--- src/rtl/thms_pkg.sv ---
// Package with register map, field layouts and carrier types of the hit-mask and scaler bank.
package thms_pkg;
  localparam int          DATA_W            = 32;
  localparam int          ADDR_W            = 16;
  localparam int          NUM_SCALERS       = 8;
  localparam int          SCALER_IDX_W      = 3;
  localparam int          STRIDE_BYTES      = 4;
  localparam int          THR_W             = 5;
  localparam logic [15:0] PS_MASK_OFS       = 16'h0040;
  localparam logic [15:0] ST_MASK_OFS       = 16'h0050;
  localparam logic [15:0] ST_LIMIT_OFS      = 16'h0054;
  localparam logic [15:0] TOF_MASK_OFS      = 16'h0060;
  localparam logic [15:0] TOF_LIMIT_OFS     = 16'h0064;
  localparam logic [15:0] TAGM_MASK_OFS     = 16'h0070;
  localparam logic [15:0] TAGH_MASK_OFS     = 16'h0074;
  localparam logic [15:0] SCALER_BASE_OFS   = 16'h0080;
  localparam logic [15:0] PS_MASK_FIELD     = 16'hFFFF;
  localparam logic [31:0] REG_RESET         = 32'h00000000;
  localparam logic [31:0] UNMAPPED_READ     = 32'h00000000;
  localparam int          SC_BCAL           = 0;
  localparam int          SC_BFCAL          = 1;
  localparam int          SC_TAGM           = 2;
  localparam int          SC_TAGH           = 3;
  localparam int          SC_PS             = 4;
  localparam int          SC_ST             = 5;
  localparam int          SC_TOF            = 6;
  localparam int          SC_TRIGOUT        = 7;

  typedef struct packed {
    logic [31:0] pairSpectrometerHitVector;
    logic [31:0] startCtrHitVector;
    logic [31:0] flightTimeHitVector;
    logic [31:0] microscopeTaggerHitVector;
    logic [31:0] hodoscopeTaggerHitVector;
  } thms_hits_t;

  typedef struct packed {
    logic        wrEn;
    logic        rdEn;
    logic [15:0] addr;
    logic [31:0] wrData;
  } thms_req_t;

  typedef struct packed {
    logic        pairSpectrometer;
    logic        startCtrMultiplicity;
    logic        flightTimeMultiplicity;
    logic        microscopeTagger;
    logic        hodoscopeTagger;
  } thms_dec_t;
endpackage

--- src/rtl/thms_edge_counter.sv ---
// Counter that advances once on each rising edge of a decision level seen while rst_n is high.
`timescale 1ns/1ps
`default_nettype none
module thms_edge_counter #(
  parameter int WIDTH = 32
) (
  input  wire logic             clk,
  input  wire logic             rst_n,
  input  wire logic             decision,
  output var  logic [WIDTH-1:0] count
);
  logic             decisionDly_r;
  // RULE13: count survives reset
  // The start value is only a power-up value, and reset leaves the count alone.
  // Software therefore reads a baseline and works by difference.
  logic [WIDTH-1:0] count_r = '0;

  if (WIDTH < 1) begin : gWidthCheck
    $error("thms_edge_counter: WIDTH must be positive");
  end

  always_ff @(posedge clk) begin
    if (!rst_n) begin
      decisionDly_r <= 1'b0;
    end else begin
      decisionDly_r <= decision;
    end
  end

  // RULE14: count rising edges
  always_ff @(posedge clk) begin
    if (rst_n && decision && !decisionDly_r) begin
      count_r <= count_r + WIDTH'(1);
    end
  end

  assign count = count_r;
endmodule
`default_nettype wire

--- src/rtl/thms_trigbit_bank.sv ---
// Hit-pattern masks, hit-count thresholds, decisions and the read-only scaler bank.
// Function
// RULE1: pair-spectrometer hits ANDed with their mask before coincidence logic.
// RULE2: start-counter hits ANDed with their mask before multiplicity logic.
// RULE3: start-counter decision compares masked hit count with its threshold.
// RULE4: flight-time hits ANDed with their mask before multiplicity and coincidence.
// RULE5: flight-time decision compares masked hit count with its threshold.
// RULE6: microscope-tagger hits ANDed with their mask.
// RULE7: microscope-tagger decision is OR of all masked bits.
// RULE8: hodoscope-tagger hits ANDed with their mask.
// RULE9: hodoscope-tagger decision is OR of all masked bits.
// RULE10: scalers read-only 32-bit counts; writes leave them unchanged.
// RULE11: scalers start at base offset, one word apart, index order.
// RULE12: scaler indices 0..7 map barrel, energy, tagM, tagH, PS, ST, TOF, output.
// RULE13: scaler contents are undefined after reset.
// RULE14: multiplicity true when count >= threshold; scalers count rising edges.
`timescale 1ns/1ps
`default_nettype none
module thms_trigbit_bank #(
  parameter int HIT_W = 32
) (
  input  wire logic                 clk,
  input  wire logic                 rst_n,
  input  wire thms_pkg::thms_req_t  regReq,
  output var  logic [31:0]          regRdData,
  output var  logic                 regRdValid,
  input  wire thms_pkg::thms_hits_t hits,
  input  wire logic                 barrelModuleCountDecision,
  input  wire logic                 combinedEnergyDecision,
  input  wire logic                 triggerOutputDecision,
  output var  logic [31:0]          pairSpectrometerMasked,
  output var  logic [31:0]          flightTimeMasked,
  output var  thms_pkg::thms_dec_t  decisions
);
  localparam int CNT_W = $clog2(HIT_W + 1);

  logic [31:0] pairSpectrometerMask_r;
  logic [31:0] startCtrHitMask_r;
  logic [31:0] startCtrCountLimit_r;
  logic [31:0] flightTimeHitMask_r;
  logic [31:0] flightTimeCountLimit_r;
  logic [31:0] microscopeTaggerMask_r;
  logic [31:0] hodoscopeTaggerMask_r;
  logic [31:0] startCtrMaskedVec;
  logic [31:0] flightTimeMaskedVec;
  logic [31:0] microscopeMaskedVec;
  logic [31:0] hodoscopeMaskedVec;
  logic [31:0] pairMaskedVec;
  logic [CNT_W-1:0] startCtrMultiplicity;
  logic [CNT_W-1:0] flightTimeMultiplicity;
  logic [thms_pkg::THR_W-1:0] startCtrCountThreshold;
  logic [thms_pkg::THR_W-1:0] flightTimeCountThreshold;
  logic [thms_pkg::NUM_SCALERS-1:0] scalerDecision;
  logic [31:0] scalerCount [thms_pkg::NUM_SCALERS];
  logic [31:0] rdData_nxt;
  logic        scalerHit;
  logic [15:0] scalerOfs;
  logic [thms_pkg::SCALER_IDX_W-1:0] scalerIdx;

  if (HIT_W != thms_pkg::DATA_W) begin : gHitWidthCheck
    $error("thms_trigbit_bank: HIT_W must equal the 32-bit register width");
  end

  always_ff @(posedge clk) begin
    if (!rst_n) begin
      pairSpectrometerMask_r <= thms_pkg::REG_RESET;
      startCtrHitMask_r      <= thms_pkg::REG_RESET;
      startCtrCountLimit_r   <= thms_pkg::REG_RESET;
      flightTimeHitMask_r    <= thms_pkg::REG_RESET;
      flightTimeCountLimit_r <= thms_pkg::REG_RESET;
      microscopeTaggerMask_r <= thms_pkg::REG_RESET;
      hodoscopeTaggerMask_r  <= thms_pkg::REG_RESET;
    end else if (regReq.wrEn) begin
      // RULE10: scaler writes ignored
      unique case (regReq.addr)
        thms_pkg::PS_MASK_OFS:   pairSpectrometerMask_r <= regReq.wrData & 32'(thms_pkg::PS_MASK_FIELD);
        thms_pkg::ST_MASK_OFS:   startCtrHitMask_r      <= regReq.wrData;
        thms_pkg::ST_LIMIT_OFS:  startCtrCountLimit_r   <= 32'(regReq.wrData[thms_pkg::THR_W-1:0]);
        thms_pkg::TOF_MASK_OFS:  flightTimeHitMask_r    <= regReq.wrData;
        thms_pkg::TOF_LIMIT_OFS: flightTimeCountLimit_r <= 32'(regReq.wrData[thms_pkg::THR_W-1:0]);
        thms_pkg::TAGM_MASK_OFS: microscopeTaggerMask_r <= regReq.wrData;
        thms_pkg::TAGH_MASK_OFS: hodoscopeTaggerMask_r  <= regReq.wrData;
        default: begin
        end
      endcase
    end
  end

  // RULE1: pair-spectrometer masking
  assign pairMaskedVec = hits.pairSpectrometerHitVector & pairSpectrometerMask_r;
  // RULE2: start-counter masking
  assign startCtrMaskedVec = hits.startCtrHitVector & startCtrHitMask_r;
  // RULE4: flight-time masking
  assign flightTimeMaskedVec = hits.flightTimeHitVector & flightTimeHitMask_r;
  // RULE6: microscope-tagger masking
  assign microscopeMaskedVec = hits.microscopeTaggerHitVector & microscopeTaggerMask_r;
  // RULE8: hodoscope-tagger masking
  assign hodoscopeMaskedVec = hits.hodoscopeTaggerHitVector & hodoscopeTaggerMask_r;

  assign startCtrCountThreshold   = startCtrCountLimit_r[thms_pkg::THR_W-1:0];
  assign flightTimeCountThreshold = flightTimeCountLimit_r[thms_pkg::THR_W-1:0];

  always_comb begin
    startCtrMultiplicity   = '0;
    flightTimeMultiplicity = '0;
    for (int i = 0; i < HIT_W; i++) begin
      startCtrMultiplicity   = startCtrMultiplicity + CNT_W'(startCtrMaskedVec[i]);
      flightTimeMultiplicity = flightTimeMultiplicity + CNT_W'(flightTimeMaskedVec[i]);
    end
  end

  always_ff @(posedge clk) begin
    if (!rst_n) begin
      decisions              <= '0;
      pairSpectrometerMasked <= thms_pkg::REG_RESET;
      flightTimeMasked       <= thms_pkg::REG_RESET;
    end else begin
      pairSpectrometerMasked <= pairMaskedVec;
      flightTimeMasked       <= flightTimeMaskedVec;
      decisions.pairSpectrometer <= |pairMaskedVec;
      // RULE14: greater-or-equal compare
      // RULE3: start-counter threshold compare
      decisions.startCtrMultiplicity <=
        startCtrMultiplicity >= CNT_W'(startCtrCountThreshold);
      // RULE5: flight-time threshold compare
      decisions.flightTimeMultiplicity <=
        flightTimeMultiplicity >= CNT_W'(flightTimeCountThreshold);
      // RULE7: microscope OR reduction
      decisions.microscopeTagger <= |microscopeMaskedVec;
      // RULE9: hodoscope OR reduction
      decisions.hodoscopeTagger <= |hodoscopeMaskedVec;
    end
  end

  // RULE12: scaler index assignment
  always_comb begin
    scalerDecision                        = '0;
    scalerDecision[thms_pkg::SC_BCAL]     = barrelModuleCountDecision;
    scalerDecision[thms_pkg::SC_BFCAL]    = combinedEnergyDecision;
    scalerDecision[thms_pkg::SC_TAGM]     = decisions.microscopeTagger;
    scalerDecision[thms_pkg::SC_TAGH]     = decisions.hodoscopeTagger;
    scalerDecision[thms_pkg::SC_PS]       = decisions.pairSpectrometer;
    scalerDecision[thms_pkg::SC_ST]       = decisions.startCtrMultiplicity;
    scalerDecision[thms_pkg::SC_TOF]      = decisions.flightTimeMultiplicity;
    scalerDecision[thms_pkg::SC_TRIGOUT]  = triggerOutputDecision;
  end

  // RULE13: counters not reset
  for (genvar g = 0; g < thms_pkg::NUM_SCALERS; g++) begin : gScaler
    thms_edge_counter #(
      .WIDTH(thms_pkg::DATA_W)
    ) uCounter (
      .clk      (clk),
      .rst_n    (rst_n),
      .decision (scalerDecision[g]),
      .count    (scalerCount[g])
    );
  end

  // RULE11: scaler word decode
  assign scalerOfs = regReq.addr - thms_pkg::SCALER_BASE_OFS;
  assign scalerHit = (regReq.addr >= thms_pkg::SCALER_BASE_OFS) &&
                     (scalerOfs < 16'(thms_pkg::NUM_SCALERS * thms_pkg::STRIDE_BYTES)) &&
                     (scalerOfs[1:0] == 2'h0);
  assign scalerIdx = scalerOfs[thms_pkg::SCALER_IDX_W+1:2];

  always_comb begin
    rdData_nxt = thms_pkg::UNMAPPED_READ;
    if (scalerHit) begin
      rdData_nxt = scalerCount[scalerIdx];
    end else begin
      unique case (regReq.addr)
        thms_pkg::PS_MASK_OFS:   rdData_nxt = pairSpectrometerMask_r;
        thms_pkg::ST_MASK_OFS:   rdData_nxt = startCtrHitMask_r;
        thms_pkg::ST_LIMIT_OFS:  rdData_nxt = startCtrCountLimit_r;
        thms_pkg::TOF_MASK_OFS:  rdData_nxt = flightTimeHitMask_r;
        thms_pkg::TOF_LIMIT_OFS: rdData_nxt = flightTimeCountLimit_r;
        thms_pkg::TAGM_MASK_OFS: rdData_nxt = microscopeTaggerMask_r;
        thms_pkg::TAGH_MASK_OFS: rdData_nxt = hodoscopeTaggerMask_r;
        default:                 rdData_nxt = thms_pkg::UNMAPPED_READ;
      endcase
    end
  end

  always_ff @(posedge clk) begin
    if (!rst_n) begin
      regRdData  <= thms_pkg::UNMAPPED_READ;
      regRdValid <= 1'b0;
    end else begin
      regRdValid <= regReq.rdEn;
      if (regReq.rdEn) begin
        regRdData <= rdData_nxt;
      end
    end
  end
endmodule
`default_nettype wire
--- config.mk ---
export PLATFORM = sky130hd
export DESIGN_NAME = thms_trigbit_bank
export DESIGN_NICKNAME = d
export VERILOG_FILES = /design/src/rtl/thms_pkg.sv /design/src/rtl/thms_edge_counter.sv /design/src/rtl/thms_trigbit_bank.sv
export SDC_FILE = /design/constraint.sdc
export NUM_CORES = 1
export LEC_CHECK = 0
export ABC_CLOCK_PERIOD_IN_PS = 6500
export BUFFER_PORTS_ARGS = -buffer_cell sky130_fd_sc_hd__buf_2
export CAP_MARGIN = 15
export CELL_PAD_IN_SITES_DETAIL_PLACEMENT = 1
export CELL_PAD_IN_SITES_GLOBAL_PLACEMENT = 2
export CORE_MARGIN = 2
export CORE_UTILIZATION = 38
export DETAILED_ROUTE_END_ITERATION = 6
export PLACE_DENSITY_LB_ADDON = 0.1
export SYNTH_ARGS = -nofsm -noshare
export SYNTH_HDL_FRONTEND = slang
export SYNTH_SLANG_ARGS = --single-unit
export TNS_END_PERCENT = 100
--- constraint.sdc ---
create_clock -name clk -period 6.5 [get_ports clk]
set_input_delay 0.325 -clock clk [delete_from_list [all_inputs] [get_ports clk]]
set_output_delay 0.325 -clock clk [all_outputs]
set_load 0.005 [all_outputs]
==> impl_metrics.yaml <==
worst_setup_path:
  critPathLaunchType: "flip-flop"
  cp-end-kind: "flip-flop"
  required_ns: 7.00
  r2r_cells: 19
  timing.rr.start: "startCtrHitMask_r[0]$_SDFFE_PN0P_"
  cp.arrival_ns: 6.05
  worstReg2RegEnd: "decisions[3]$_SDFF_PN0_"
  r2r_setup_slack_ns: 0.95
  crit_path_max_fanout: 3
  path_class: "flip-flop to flip-flop"
global_route:
  grt-busiest-layer: "met2"
  grt_use_met1: 0.350
  antenna_found_initial: 3
  overflow: 0
  grt_usage: 0.261
  grt_pass1_wl_um: 138000
  grt_pass1_vias: 21000
  grt_util_met2: 0.445
  grt_max_degree: 79
  met3_usage: 0.0307
synth:
  ys.warnings.count: 0
  ys_ff_latch: 504
  synth_compound_area_frac: 0.0952
  synth-main-ff-cell: "edfxtp_1"
  async_flop_share: 0
  syn_inst: 2468
  synth_top_cell_by_area: "edfxtp_1"
  synth.mux.area_fraction: 0.0819
  synth_area_leaders: "edfxtp_1, dfxtp_1, nand2_1"
  yosysTopAreaCellShare: 0.293
  synth_area_um2: 26300
  ys_seq_area_frac: 0.482
  synthSimpleGateAreaFrac: 0.168
  synth_xor_area_frac: 0.0824
  synth_fa_ha_area_frac: 0.0523
  synth_top_family_by_area: "simple AND/OR/NAND/NOR gates"
  yosysMostFrequentCell: "nand2_1"
  synth_edf_count: 256
  synth.distinct_cells: 53
  syn_area_per_cell_um2: 10.6
  synth_common_cells: "nand2_1, edfxtp_1, dfxtp_1"
sta:
  hold_violations: 0
  fin_tns_setup_ns: 0
  max-slew-margin-rel: 0.303
  tightest_slew_ns: 1.05
  finClkSkew_ns: 0.0275
  worst_slack_ns: 0.954
  finalMaxSlewViolations: 0
  setup_viol: 0
  rsz0062_at_grt: "no"
  timing.final.crit_share: 0.853
  layout_min_cycle_time_ns: 5.55
  hold_ws_ns: 0.0460
  max_freq_ghz: 0.180
clock_tree:
  cts_buffers: 60
  htreeDepth: 2
  cts_root_buf: "clkbuf_16"
  cts_tree: "done"
  cts_hold_repair.buffers: 68
  clock_sinks: 504
  post_cts_resize_count: 0
  clock_latency_ns: 0.63
  clkSlewWorstSetupHoldPaths_ns: 0.06
  clockBufferDepth: 3
  post_cts_buffers: 0
drt:
  vias_per_cell: 5.46
  dr.pass1.iters: 5
  wl_um: 93700
  avgRoutedWirePerCell_um: 25.1
  ant_nets: 0
  drc: 0
  dr_total_vias: 20400
  drtIter0Drc: 1529
die:
  die_h_um: 267
  coreArea_um2: 68500
  ios: 317
  die_x_um: 267
  die_area_um2: 71200
  start_util: 0.384
  core.rowCount: 96
finish:
  nets: 3092
  final_layout_size_suffix_gt1_frac: 0.183
  syn_to_final_growth_pct: 18.0
pwr:
  power_density_nw_per_um2: 231
  vdd_drop_max_uv: 187
  p_leak_nw: 11.2
placed_design:
  gp_congestion: 0.889
  dpl.hpwl_um: 70200
  io_buffers: 284
  pre_cts_slack_ns: 0.832
flow_run:
  maxCapViolations: 0
worst_hold_path:
  holdCritStartpoint: "regReq[12]"
  min_to: "startCtrHitMask_r[12]$_SDFFE_PN0P_"
  hp-class: "primary input to flip-flop"
  min_path_cells: 3
outcome:
  status: "completed"
[per-layer routing]
metal,vias up,part of all wire
li1,9377,-
met5,-,0.00014
met3,118,0.042
met4,2,0.027
met1,10400,0.45
met2,444,0.49
[registers in the layout, summed over array words and instances (netlist names)]
name,cells
decisions,5
flightTimeCountLimit_r,5
flightTimeHitMask_r,32
flightTimeMasked,32
gScaler.uCounter.count,256
gScaler.uCounter.decisionDly_r,8
hodoscopeTaggerMask_r,32
microscopeTaggerMask_r,32
pairSpectrometerMask_r,16
pairSpectrometerMasked,16
regRdData,32
regRdValid,1
startCtrCountLimit_r,5
startCtrHitMask_r,32
[critical path, cell delays in order, from the launching register on]
cell and delay, ns:
dfxtp_1 0.32, and2_1 0.16, fa_1 0.58, inv_1 0.08, fa_1 0.51, fa_1 0.52, fa_1 0.53, fa_1 0.52
fa_1 0.49, inv_1 0.07, ha_1 0.16, inv_1 0.05, fa_1 0.47, inv_1 0.04, ha_1 0.26, a21o_1 0.15
a21oi_1 0.15, nor2b_1 0.06, o21ai_0 0.17, a21boi_0 0.13
[how the worst max path moves through the flow]
stage                     slack, ns  depth (start not counted)                 endpoint                              start
after floorplan                1.29                         19  decisions[3]$_SDFF_PN0_                           hits[96]
after global placement         0.88                         20  decisions[3]$_SDFF_PN0_                           hits[96]
after detailed placement       0.83                         20  decisions[3]$_SDFF_PN0_                           hits[96]
after CTS                      0.94                         19  decisions[3]$_SDFF_PN0_  startCtrHitMask_r[0]$_SDFFE_PN0P_
after global routing           0.66                         19  decisions[3]$_SDFF_PN0_  startCtrHitMask_r[0]$_SDFFE_PN0P_
final                          0.95                         19  decisions[3]$_SDFF_PN0_  startCtrHitMask_r[0]$_SDFFE_PN0P_
[layout by cell type (no fill, tap or decap), types with 6 or more instances in the layout]
cell type      count
a22oi_1           36
mux4_2            59
nor2b_1           17
nor2_1            58
mux2i_1           36
xor2_1            58
inv_1             92
nand4_1           56
xnor2_1          189
buf_2            282
edfxtp_1         256
a21boi_1         120
and3_1            89
conb_1            16
clkbuf_8          11
ha_1              33
o21ai_0           55
clkbuf_16         61
dlygate4sd3_1     68
a21boi_0          26
clkinv_2          10
and4_1            20
and2_1            44
buf_4             24
nor3_1            17
nor2b_2            7
a22o_1            19
fa_1              48
dfxtp_1          248
a31oi_1           31
nand3_1          100
mux2_2            41
nand2_1          480
a221oi_1          25
a21oi_1           29
a21o_1             6
clkbuf_1          21
[metrics by stage]
step	cells	power [W]	utilization	area [um2]
3_3_place_gp	3547	0.00390	0.415	28400
4_1_cts	3725	0.00722	0.452	31000
6_report	3727	0.00714	0.453	31000
5_1_grt	3726	0.00738	0.453	31000
2_1_floorplan	2483	0.00370	-	26300
3_5_place_dp	3547	0.00391	0.415	28400
[kinds of logic (layout without fill, tap and decap cells)]
family	after synthesis	after routing
muxes	136	136
and+or+nand+nor	922	922
DFF	504	504
buffers and inverters	218	579
xor gates and xnor gates	247	247
adders and majority gates	81	81
other	1	17
AOI/OAI and AO/OA	359	359
[power breakdown]
part / internal (W) / total, W / switching, W
Combinational: 0.000197 / 0.000441 / 0.000245
Sequential: 0.00338 / 0.00344 / 0.0000549
Clock: 0.00188 / 0.00326 / 0.00139
Total: 0.00546 / 0.00714 / 0.00169
[cell type report]
class                   instances  area [um2]
fillers                      7537       37500
multi-input cells            1761       12700
flip-flops and latches        504       12700
repair buffers                377        2300
clock buffers                  93        1760
well taps                     882        1100
inverters                      92         345
clock inverters                17         106
diodes                          1        2.50
No activity file was read; power rests on OpenSTA's default activity.
